### src/rx_decoder_map.vh
// named constants for the remote address/data decoder
// assumes a 125 MHz system clock and a slow pulse-width coded serial link
//
// Overview of operation
// - first 10 symbols address, last 8 data
// - activity on received line starts decoder oscillator
// - oscillator stopped in standby, started by high
// - address must match on two consecutive words
// - second and later matching words copy 8 data bits out
// - valid flag high only during valid reception
// - valid ends on mismatch or signal loss
// - data outputs momentary, reset when valid ends
// - ten tri-state address inputs, 59049 settings
// - every address symbol must match exactly, float included
// - mismatching word leaves idle outputs untouched
// - power-down low blocks all reception
// - raw received stream copied to its own pin
// - raw output independent of address match
`ifndef RX_DECODER_MAP_VH
`define RX_DECODER_MAP_VH

// ==========================================================
// timing
`define SYS_CLK_HZ        125000000
`define OSC_FREQ_HZ       70000
`define OSC_DIV           (`SYS_CLK_HZ / `OSC_FREQ_HZ)
`define IDLE_TIME_US      10000
`define IDLE_TICKS        ((`IDLE_TIME_US * (`OSC_FREQ_HZ / 1000)) / 1000)
`define SETTLE_CYCLES     16

// ==========================================================
// code word layout, in sub-bits (two sub-bits per symbol)
`define ADDR_SYMS         10
`define DATA_BITS         8
`define WORD_SUBS         36
`define DATA_SUB_BASE     20

// ==========================================================
// symbol codes: {first sub-bit, second sub-bit}
`define SYM_LOW           2'b00
`define SYM_HIGH          2'b11
`define SYM_FLOAT         2'b01

`endif

### src/remote_address_data_decoder.v
// decoder stage: serial code word in, address check, parallel data out
// assumes the received line is already a clean logic level in the
// system clock domain and that the sender keeps it low between words
`timescale 1ns/1ps
`include "rx_decoder_map.vh"

module remote_address_data_decoder #(
  parameter IDLE_TICKS = `IDLE_TICKS,
  parameter GAP_TICKS  = 64,
  parameter OSC_DIV    = `OSC_DIV
) (
  // clock and reset
  input  wire       i_sys_clk,
  input  wire       i_nrst,
  // receiver side
  input  wire       i_rx_data,
  input  wire       i_power_down_n,
  // local address pins
  input  wire [9:0] i_local_address_inputs,
  output reg        o_address_bias_up,
  // decoded results
  output reg  [7:0] o_decoded_outputs,
  output reg        o_valid_flag,
  output reg        o_rx_data_raw
);

  // ==========================================================
  // states of the acceptance sequence
  localparam [1:0] ST_IDLE  = 2'b00;
  localparam [1:0] ST_ONCE  = 2'b01;
  localparam [1:0] ST_VALID = 2'b10;
  // last divider count before an oscillator tick
  localparam [11:0] DIV_END = OSC_DIV[11:0] - 12'h001;

  // ==========================================================
  // declarations
  reg  [1:0]  state_q;
  reg  [1:0]  state_d;
  reg         osc_run_q;
  reg  [11:0] div_q;
  reg         tick_q;
  reg  [11:0] idle_q;
  reg         line_q;
  reg  [35:0] word_q;
  reg  [5:0]  sub_cnt_q;
  reg         bad_q;
  reg         word_done_q;
  reg  [7:0]  data_d;
  reg         valid_d;
  wire        sub_valid;
  wire        sub_bit;
  wire        gap;
  wire        bias_up;
  wire [19:0] local_sym;
  wire        addr_match;
  wire        data_ok;
  wire [7:0]  word_data;

  // ==========================================================
  // helpers
  // pair of sub-bits forming symbol i, first sub-bit in the msb
  function [1:0] sym_at;
    input [35:0] w;
    input [4:0]  i;
    begin
      sym_at = {w[{i, 1'b0}], w[{i, 1'b0} + 6'd1]};
    end
  endfunction

  // ==========================================================
  // address pin sensing
  ternary_sense #(
    .N      (`ADDR_SYMS),
    .SETTLE (`SETTLE_CYCLES)
  ) u_sense (
    .i_sys_clk (i_sys_clk),
    .i_nrst    (i_nrst),
    .i_pins    (i_local_address_inputs),
    .o_bias_up (bias_up),
    .o_sym     (local_sym)
  );

  // bias control leaves through a flop like every other output
  always @(posedge i_sys_clk or negedge i_nrst) begin
    if (!i_nrst)
      o_address_bias_up <= 1'b1;
    else
      o_address_bias_up <= bias_up;
  end

  // ==========================================================
  // raw data pin, ahead of the decoder and blind to the address
  always @(posedge i_sys_clk or negedge i_nrst) begin
    if (!i_nrst) begin
      o_rx_data_raw <= 1'b0;
      line_q        <= 1'b0;
    end else begin
      o_rx_data_raw <= i_rx_data & i_power_down_n;
      line_q        <= i_rx_data & i_power_down_n;
    end
  end

  // ==========================================================
  // decoder oscillator: started by a high line, stopped after a long
  // quiet spell; a line stuck high keeps it running, hence the sender
  // must idle low
  always @(posedge i_sys_clk or negedge i_nrst) begin
    if (!i_nrst) begin
      osc_run_q <= 1'b0;
      div_q     <= 12'h000;
      tick_q    <= 1'b0;
      idle_q    <= 12'h000;
    end else begin
      tick_q <= 1'b0;
      if (!i_power_down_n) begin
        osc_run_q <= 1'b0;
        div_q     <= 12'h000;
        idle_q    <= 12'h000;
      end else if (!osc_run_q) begin
        if (line_q) begin
          osc_run_q <= 1'b1;
          idle_q    <= 12'h000;
          // tick at once so the waking edge is measured, not missed
          div_q     <= DIV_END;
        end
      end else begin
        if (div_q == DIV_END) begin
          div_q  <= 12'h000;
          tick_q <= 1'b1;
          if (line_q)
            idle_q <= 12'h000;
          else if (idle_q == IDLE_TICKS[11:0]) begin
            osc_run_q <= 1'b0;
            idle_q    <= 12'h000;
          end else
            idle_q <= idle_q + 12'h001;
        end else begin
          div_q <= div_q + 12'h001;
        end
      end
    end
  end

  // ==========================================================
  // sub-bit extraction on oscillator ticks
  pulse_meter #(
    .W   (12),
    .GAP (GAP_TICKS)
  ) u_meter (
    .i_sys_clk   (i_sys_clk),
    .i_nrst      (i_nrst),
    .i_tick      (tick_q),
    .i_line      (line_q),
    .o_sub_valid (sub_valid),
    .o_sub_bit   (sub_bit),
    .o_gap       (gap)
  );

  // ==========================================================
  // word assembly; a word with the wrong sub-bit count is dropped
  always @(posedge i_sys_clk or negedge i_nrst) begin
    if (!i_nrst) begin
      word_q      <= 36'h0_0000_0000;
      sub_cnt_q   <= 6'h00;
      bad_q       <= 1'b0;
      word_done_q <= 1'b0;
    end else begin
      word_done_q <= 1'b0;
      if (!i_power_down_n || !osc_run_q) begin
        sub_cnt_q <= 6'h00;
        bad_q     <= 1'b0;
      end else if (sub_valid) begin
        if (sub_cnt_q < `WORD_SUBS)
          word_q[sub_cnt_q] <= sub_bit;
        else
          bad_q <= 1'b1;
        if (gap) begin
          word_done_q <= !bad_q && (sub_cnt_q == (`WORD_SUBS - 1));
          sub_cnt_q   <= 6'h00;
          bad_q       <= 1'b0;
        end else begin
          sub_cnt_q <= sub_cnt_q + 6'h01;
        end
      end
    end
  end

  // ==========================================================
  // field checks: every symbol compared in full, float included
  genvar g;
  wire [9:0] sym_eq;
  wire [7:0] data_pair_ok;
  generate
    for (g = 0; g < `ADDR_SYMS; g = g + 1) begin : g_addr
      assign sym_eq[g] = (sym_at(word_q, g) == local_sym[2*g +: 2]);
    end
    for (g = 0; g < `DATA_BITS; g = g + 1) begin : g_data
      wire [1:0] p = sym_at(word_q, `ADDR_SYMS + g);
      assign data_pair_ok[g] = (p == `SYM_LOW) || (p == `SYM_HIGH);
      assign word_data[g]    = p[0];
    end
  endgenerate

  assign addr_match = &sym_eq;
  assign data_ok    = &data_pair_ok;

  // ==========================================================
  // acceptance sequence
  always @* begin
    state_d = state_q;
    data_d  = o_decoded_outputs;
    valid_d = o_valid_flag;
    case (state_q)
      ST_IDLE: begin
        if (word_done_q && addr_match && data_ok)
          state_d = ST_ONCE;
      end
      ST_ONCE: begin
        if (word_done_q) begin
          if (addr_match && data_ok) begin
            state_d = ST_VALID;
            data_d  = word_data;
            valid_d = 1'b1;
          end else begin
            state_d = ST_IDLE;
          end
        end
      end
      ST_VALID: begin
        if (word_done_q) begin
          if (addr_match && data_ok) begin
            data_d = word_data;
          end else begin
            state_d = ST_IDLE;
            data_d  = 8'h00;
            valid_d = 1'b0;
          end
        end
      end
      default: begin
        state_d = ST_IDLE;
        data_d  = 8'h00;
        valid_d = 1'b0;
      end
    endcase
    // loss of signal or power-down ends any reception
    if (!osc_run_q || !i_power_down_n) begin
      state_d = ST_IDLE;
      data_d  = 8'h00;
      valid_d = 1'b0;
    end
  end

  // outputs straight from flops
  always @(posedge i_sys_clk or negedge i_nrst) begin
    if (!i_nrst) begin
      state_q           <= ST_IDLE;
      o_decoded_outputs <= 8'h00;
      o_valid_flag      <= 1'b0;
    end else begin
      state_q           <= state_d;
      o_decoded_outputs <= data_d;
      o_valid_flag      <= valid_d;
    end
  end

endmodule // remote_address_data_decoder

### src/ternary_sense.v
// ternary sensing of the tri-state local address pins
// assumes each pin has a weak bias resistor switched by o_bias_up
`timescale 1ns/1ps
`include "rx_decoder_map.vh"

module ternary_sense #(
  parameter N      = `ADDR_SYMS,
  parameter SETTLE = `SETTLE_CYCLES
) (
  // clock and reset
  input  wire           i_sys_clk,
  input  wire           i_nrst,
  // address pins
  input  wire [N-1:0]   i_pins,
  output reg            o_bias_up,
  // sensed symbols, two bits per pin
  output reg  [2*N-1:0] o_sym
);

  reg [7:0]   settle_q;
  reg [N-1:0] lvl_up_q;
  integer     k;

  // bias alternates up and down; a pin that follows the bias is floating
  always @(posedge i_sys_clk or negedge i_nrst) begin
    if (!i_nrst) begin
      settle_q  <= 8'h00;
      o_bias_up <= 1'b1;
      lvl_up_q  <= {N{1'b0}};
      o_sym     <= {2*N{1'b0}};
    end else if (settle_q == SETTLE[7:0]) begin
      settle_q  <= 8'h00;
      o_bias_up <= ~o_bias_up;
      if (o_bias_up) begin
        lvl_up_q <= i_pins;
      end else begin
        for (k = 0; k < N; k = k + 1) begin
          if (lvl_up_q[k] && !i_pins[k])
            o_sym[2*k +: 2] <= `SYM_FLOAT;
          else if (i_pins[k])
            o_sym[2*k +: 2] <= `SYM_HIGH;
          else
            o_sym[2*k +: 2] <= `SYM_LOW;
        end
      end
    end else begin
      settle_q <= settle_q + 8'h01;
    end
  end

endmodule // ternary_sense

### src/pulse_meter.v
// pulse-width classification of the received line at oscillator rate
// assumes i_tick is a one-cycle strobe from the decoder oscillator
`timescale 1ns/1ps
`include "rx_decoder_map.vh"

module pulse_meter #(
  parameter W   = 12,
  parameter GAP = 64
) (
  // clock and reset
  input  wire i_sys_clk,
  input  wire i_nrst,
  // sampled line
  input  wire i_tick,
  input  wire i_line,
  // results
  output reg  o_sub_valid,
  output reg  o_sub_bit,
  output reg  o_gap
);

  reg [W-1:0] hi_q;
  reg [W-1:0] tot_q;
  reg [W-1:0] last_tot_q;
  reg         prev_q;
  reg         in_pulse_q;

  // long high share of a period means one, short means zero
  always @(posedge i_sys_clk or negedge i_nrst) begin
    if (!i_nrst) begin
      hi_q        <= {W{1'b0}};
      tot_q       <= {W{1'b0}};
      last_tot_q  <= {W{1'b0}};
      prev_q      <= 1'b0;
      in_pulse_q  <= 1'b0;
      o_sub_valid <= 1'b0;
      o_sub_bit   <= 1'b0;
      o_gap       <= 1'b0;
    end else begin
      o_sub_valid <= 1'b0;
      o_gap       <= 1'b0;
      if (i_tick) begin
        prev_q <= i_line;
        if (i_line && !prev_q) begin
          if (in_pulse_q) begin
            o_sub_valid <= 1'b1;
            o_sub_bit   <= ({hi_q, 1'b0} > {1'b0, tot_q});
            last_tot_q  <= tot_q;
          end
          in_pulse_q <= 1'b1;
          hi_q       <= {{(W-1){1'b0}}, 1'b1};
          tot_q      <= {{(W-1){1'b0}}, 1'b1};
        end else if (in_pulse_q) begin
          if (i_line)
            hi_q <= hi_q + 1'b1;
          tot_q <= tot_q + 1'b1;
          // last period has no closing edge: judge against previous period
          if (!i_line && (tot_q - hi_q) > GAP[W-1:0]) begin
            o_sub_valid <= 1'b1;
            o_sub_bit   <= ({hi_q, 1'b0} > {1'b0, last_tot_q});
            o_gap       <= 1'b1;
            in_pulse_q  <= 1'b0;
          end
        end
      end
    end
  end

endmodule // pulse_meter

### config.mk
export PLATFORM = sky130hd
export DESIGN_NAME = remote_address_data_decoder
export DESIGN_NICKNAME = d
export VERILOG_FILES = /design/src/remote_address_data_decoder.v /design/src/ternary_sense.v /design/src/pulse_meter.v
export VERILOG_INCLUDE_DIRS = /design/src /design/src/src
export SDC_FILE = /design/constraint.sdc
export NUM_CORES = 1
export LEC_CHECK = 0
export BUFFER_PORTS_ARGS = -buffer_cell sky130_fd_sc_hd__buf_2
export CORE_ASPECT_RATIO = 1.4
export CORE_MARGIN = 1.5
export CORE_UTILIZATION = 30
export CTS_CLUSTER_SIZE = 12
export DETAILED_ROUTE_END_ITERATION = 8
export SYNTH_ARGS = -nofsm -noshare
export SYNTH_HDL_FRONTEND = slang
export SYNTH_SLANG_ARGS = --single-unit
### constraint.sdc
create_clock -name i_sys_clk -period 3.5 [get_ports i_sys_clk]
set_clock_uncertainty 0.2 [all_clocks]
set_input_delay 0.7 -clock i_sys_clk [delete_from_list [all_inputs] [get_ports i_sys_clk]]
set_output_delay 0.7 -clock i_sys_clk [all_outputs]
set_load 0.05 [all_outputs]
# [After elaboration in Yosys (flattened, before gate mapping)]
# Index checks and enable logic that the tools add are counted.
[op_classes] muxes=91 eq_ne=33 n_bitwise=3 magnitude_cmp=6 add_sub_neg=7 n_reduce_logical=68
[op_table] operator="2-to-1 mux 12 bit" count=15
[op_table] operator="2-to-1 mux 2 bit" count=26
[op_table] operator="adder 12 x 1 -> 12 bit (second input constant)" count=4
[op_table] operator="2-to-1 mux 8 bit" count=6
[op_table] operator="bitwise mux 36 bit" count=1
[op_table] operator="2-to-1 mux 1 bit" count=36
[op_table] operator="greater-than comparator 13 x 12 -> 1 bit" count=2
[op_table] operator="one-hot mux 8 bit (3 select lines)" count=1
[op_table] operator="equality test 2 bit" count=10
[op_table] operator="equality test 2 bit (second input constant)" count=9
[op_table] operator="zero test 2 bit" count=9
[op_table] operator="2-to-1 mux 6 bit" count=3
[op_table] operator="logical AND 1 bit" count=17
[op_table] operator="zero test 1 bit" count=15
[op_table] operator="inequality test 3 bit (second input constant)" count=5
[op_table] operator="equality test 12 x 10 -> 1 bit (second input constant)" count=1
[op_table] operator="equality test 12 x 11 -> 1 bit (second input constant)" count=1
[op_table] operator="greater-than comparator 12 x 7 -> 1 bit (second input constant)" count=1
[op_table] operator="AND reduction 3 bit" count=4
[op_table] operator="subtractor 12 bit" count=1
[op_table] operator="AND reduction 10 bit" count=1
[op_table] operator="AND reduction 2 bit" count=5
[op_table] operator="logical OR 1 bit" count=9
[op_table] operator="adder 8 x 1 -> 8 bit (second input constant)" count=1
[op_table] operator="other kinds (19)" count=25
[word_totals] inputBits=14 reg_bits=163 output_inout_bits=11

# [Logic depth before layout (Yosys ltp)]
[depth] depth_word=8 mapped_depth=11

# [By module]
# From an unflattened synthesis, not the netlist that was laid out.
[hier_totals] hier_cells=893 area_unflattened_um2=8958.6
[by_module_without_submodules] mod="remote_address_data_decoder" area_per_inst_um2=4367.9 n_inst=1 cells_each=438
[by_module_without_submodules] mod="pulse_meter" area_per_inst_um2=2959.1 n_inst=1 cells_each=337
[by_module_without_submodules] mod="ternary_sense" area_per_inst_um2=1631.6 n_inst=1 cells_each=118

# [Worst setup path before layout]
# Ideal clock, no wire load.
[synth_timing] kind="register -> register" start="reg u_meter.hi_q[4]" end="reg u_meter.o_sub_bit" slack_ps=647 arrival_ps=2516 path_stages_with_launch=11 required_ps=3163 synth_period_minus_slack_ps=2853 cell_sequence="dfrtp_1 inv_1 ha_1 a21o_1 a31oi_2 a211oi_2 o21a_1 or4b_4 o41ai_2 or2_2 a31oi_1"
[synth_between] elab_chain_cells=5 word_cells_on_any_way=11
[synth_lines] element="start, declared" line="pulse_meter.v:22" source="reg [W-1:0] hi_q;"
[synth_lines] element="start signal, assigned" line="pulse_meter.v:31" source="hi_q <= {W{1'b0}};"
[synth_lines] element="start signal, assigned" line="pulse_meter.v:51" source="hi_q <= {{(W-1){1'b0}}, 1'b1};"
[synth_lines] element="start signal, assigned" line="pulse_meter.v:55" source="hi_q <= hi_q + 1'b1;"
[synth_lines] element="subtractor 12 bit" line="pulse_meter.v:58" source="if (!i_line && (tot_q - hi_q) > GAP[W-1:0]) begin"
[synth_lines] element="greater-than comparator 12 x 7 -> 1 bit" line="pulse_meter.v:58"
[synth_lines] element="logical AND 1 bit" line="pulse_meter.v:58"
[synth_lines] element="nonzero test 2 bit (no source line)"
[synth_lines] element="AND reduction 3 bit (no source line)"
[synth_lines] element="end signal, assigned" line="pulse_meter.v:47" source="o_sub_bit <= ({hi_q, 1'b0} > {1'b0, tot_q});"
[synth_lines] element="end signal, assigned" line="pulse_meter.v:60" source="o_sub_bit <= ({hi_q, 1'b0} > {1'b0, last_tot_q});"
[synth_lines] element="end, declared" line="pulse_meter.v:18" source="output reg o_sub_bit,"
# Parallel ways exist; a longest one is shown, timed or not. The select of a mux whose other input is x is not followed.
# A chain may end at the register's enable or synchronous reset.

# [Worst setup path after layout]
# Ends and elaborated chain as after synthesis.

==> metrics.yaml <==
synth_top_flop_cell: "dfrtp_1"
antenna_found_initial: 0
dp_hpwl_um: 14340
hold_viol_final: 4
drt_iter0_drc: 351
hold_ws_ps: -0.4670
switching_share: 0.2415
power.density_nw_per_um2: 384.5
cellLeakagePower_nw: 4.367
die_x_um: 147.1
syn_to_final_growth_pct: 13.84
crit_path_end_kind: "flop"
final_common_cell: "dfrtp_1"
hold_class: "input pin to asynchronous set/reset pin"
grt_usage: 0.1379
drv_slew: 0
synth.cell_area_um2: 8716
post-place-cells: 1317
syn_inst: 927
synth_edf_count: 0
path_cells: "inv_1 > ha_1 > a21o_1 > a31oi_2 > a211oi_2 > o21a_1 > or4b_4 > o41ai_2 > or2_2 > a31oi_1"
cts_tree: "built"
cts_num_sinks: 163
synth_fp_nets: 987
boundaryPins: 25
ant_nets: 0
ctsResizeCount: 0
grt_start_max_net_pins: 60
clk_latency_ps: 440
crit_slowest_cell: "or4b_4"
cp.required_ps: 3560
critPathMaxFanout: 7
met2_usage: 0.2532
grt_overflow: 0
p_comb_frac: 0.036
grt_util_met3: 0.02561
avgSynthCellArea_um2: 9.402
finalNetCount: 1021
rsz0062_at_grt: "no"
place_ws_ps: 392.2
pwr-share-seq: 0.507
drv_cap: 0
io_buffer_count: 24
status: "finished with violations"
avgViaCountPerCell: 4.864
ff2ff_path_depth: 10
place_congestion: 0.8909
die_area_um2: 30100
grt_pass1_wl_um: 33030
initial_core_util: 0.3058
final_area_um2: 9922
ctsLongestPathBuffers: 2
num_vias: 6562
maxSlewHeadroom: 0.3888
drc: 0
cts_setup_buffers: 0
fin_cells: 1349
switching_power_mw: 0.9212
layout_setup_ws_ps: 332.8
cts_hold_buffers: 0
die_y_um: 204.7
clk_pin_slew_ps: 70
violations: "hold timing"
fin_tns_setup_ps: 0
timing.rr.start: "u_meter.hi_q[4]"
fin_util: 0.3482
period_needed_ps: 3167
antenna_cells: 0
p_int_mw: 2.894
root_buffer: "clkbuf_16"
cpPeakStageDelay_ps: 540
rows: 73
routed_wl_um: 19550
ys_warn_count: 0
cp-startpoint: "u_meter.hi_q[4]"
finalSetupViolCount: 0
synthArstFlopShare: 1.000
rr_endpoint: "u_meter.o_sub_bit"
use_met1: 0.1511
wire_per_inst_um: 14.49
grt_pass1_vias: 6689
busiest_layer: "met2"
synth_cell_type_count: 60
timing_worst_setup_path_type: "flop to flop"
placed_area_um2: 9376
ys_ff_latch: 163
h-tree-depth: 4
finalCritPeriodShare: 0.9049
cts-buffers-inserted: 17
clock.fmax_ghz: 0.3157
synth_seq_area_share: 0.4683
worstMarginPinSlew_ps: 915.7
p_clk_frac: 0.457
firstDrtPassIters: 4
drive_above_1_share: 0.1160
worstPathArrival_ps: 3230
r2r_slack_ps: 330
layout_common_cells: "161 x dfrtp_1, 111 x nand2_1, 92 x o21ai_0"
startpoint_type: "flop"
core_area_um2: 28500
finalPower_mw: 3.815
ir_drop_mv: 0.3165
-- worst max path at each step --
stage                        end  depth (start not counted)
2_1_floorplan  u_meter.o_sub_bit                         10
3_3_place_gp   u_meter.o_sub_bit                         10
3_5_place_dp   u_meter.o_sub_bit                         10
4_1_cts        u_meter.o_sub_bit                         10
5_1_grt        u_meter.o_sub_bit                         10
6_report       u_meter.o_sub_bit                         10
-- state kept, by name, summed over array words and instances (netlist names), 2 cells and up --
name	count
word_q	36
u_sense.o_sym	20
div_q	12
idle_q	12
u_meter.hi_q	12
u_meter.last_tot_q	12
u_meter.tot_q	12
u_sense.lvl_up_q	10
o_decoded_outputs	8
u_sense.settle_q	8
sub_cnt_q	6
state_q	2
-- power by group through the flow --
stage | clock network [mW] | logic (mW) | registers (mW)
after floorplan | 0 | 0.0681 | 1.96
after global placement | 0 | 0.142 | 1.97
after detailed placement | 0 | 0.144 | 1.97
after CTS | 1.80 | 0.145 | 1.93
after global routing | 1.86 | 0.162 | 1.94
final | 1.74 | 0.139 | 1.93
-- Yosys cell counts, drive strengths merged, types with 6 or more instances --
library cell,number,share of area
o21ai,92,0.053
nand3,23,0.013
a31oi,10,0.0079
nor3,16,0.0092
xnor2,40,0.040
dfrtp,161,0.46
nor2,84,0.036
inv,60,0.026
mux2,25,0.032
a21o,6,0.0053
o21a,19,0.016
and3,20,0.014
xor2,16,0.016
nor2b,9,0.0065
nor4,7,0.0050
a22o,9,0.0090
ha,45,0.065
and2,7,0.0050
nand2b,8,0.0057
clkbuf,25,0.011
or3,8,0.0057
a21oi,43,0.025
nor3b,7,0.0060
nand4,18,0.013
nand2,111,0.048
-- layer usage --
metal / up-vias / part of all wire
li1: 3300 / -
met1: 3154 / 0.41
met2: 70 / 0.53
met3: 38 / 0.018
met4: 0 / 0.036
met5: - / 0
-- layout make-up --
type	count	area, um2
Multi-Input combinational cell	677	4314
Tap cell	375	469.2
Clock buffer	19	442.9
Timing Repair Buffer	42	286.5
Clock inverter	13	102.6
Fill cell	2911	18580
Sequential cell	163	4081
Inverter	60	225.2
-- cells by family (layout without fill, tap and decap cells) --
logic type / Yosys count / after routing / share of synthesized area
DFF: 163 / 163 / 0.4683
xor gates and xnor gates: 56 / 56 / 0.05627
muxes: 28 / 28 / 0.03575
adders and majority gates: 46 / 46 / 0.06690
and+or+nand+nor: 334 / 334 / 0.1842
AOI/OAI and AO/OA: 213 / 213 / 0.1510
buffers and inverters: 87 / 134 / 0.03761
-- critical path: cells and delay by family, from the launching register on --
family,cells,cell delay (ps)
AO/OA/AOI/OAI,6,1180
AND/OR/NAND/NOR,2,730
flip-flops,1,400
adder cells (fa/ha/maj),1,390
buffers and inverters,1,100
Note: power is estimated with default switching activity, not from simulation.
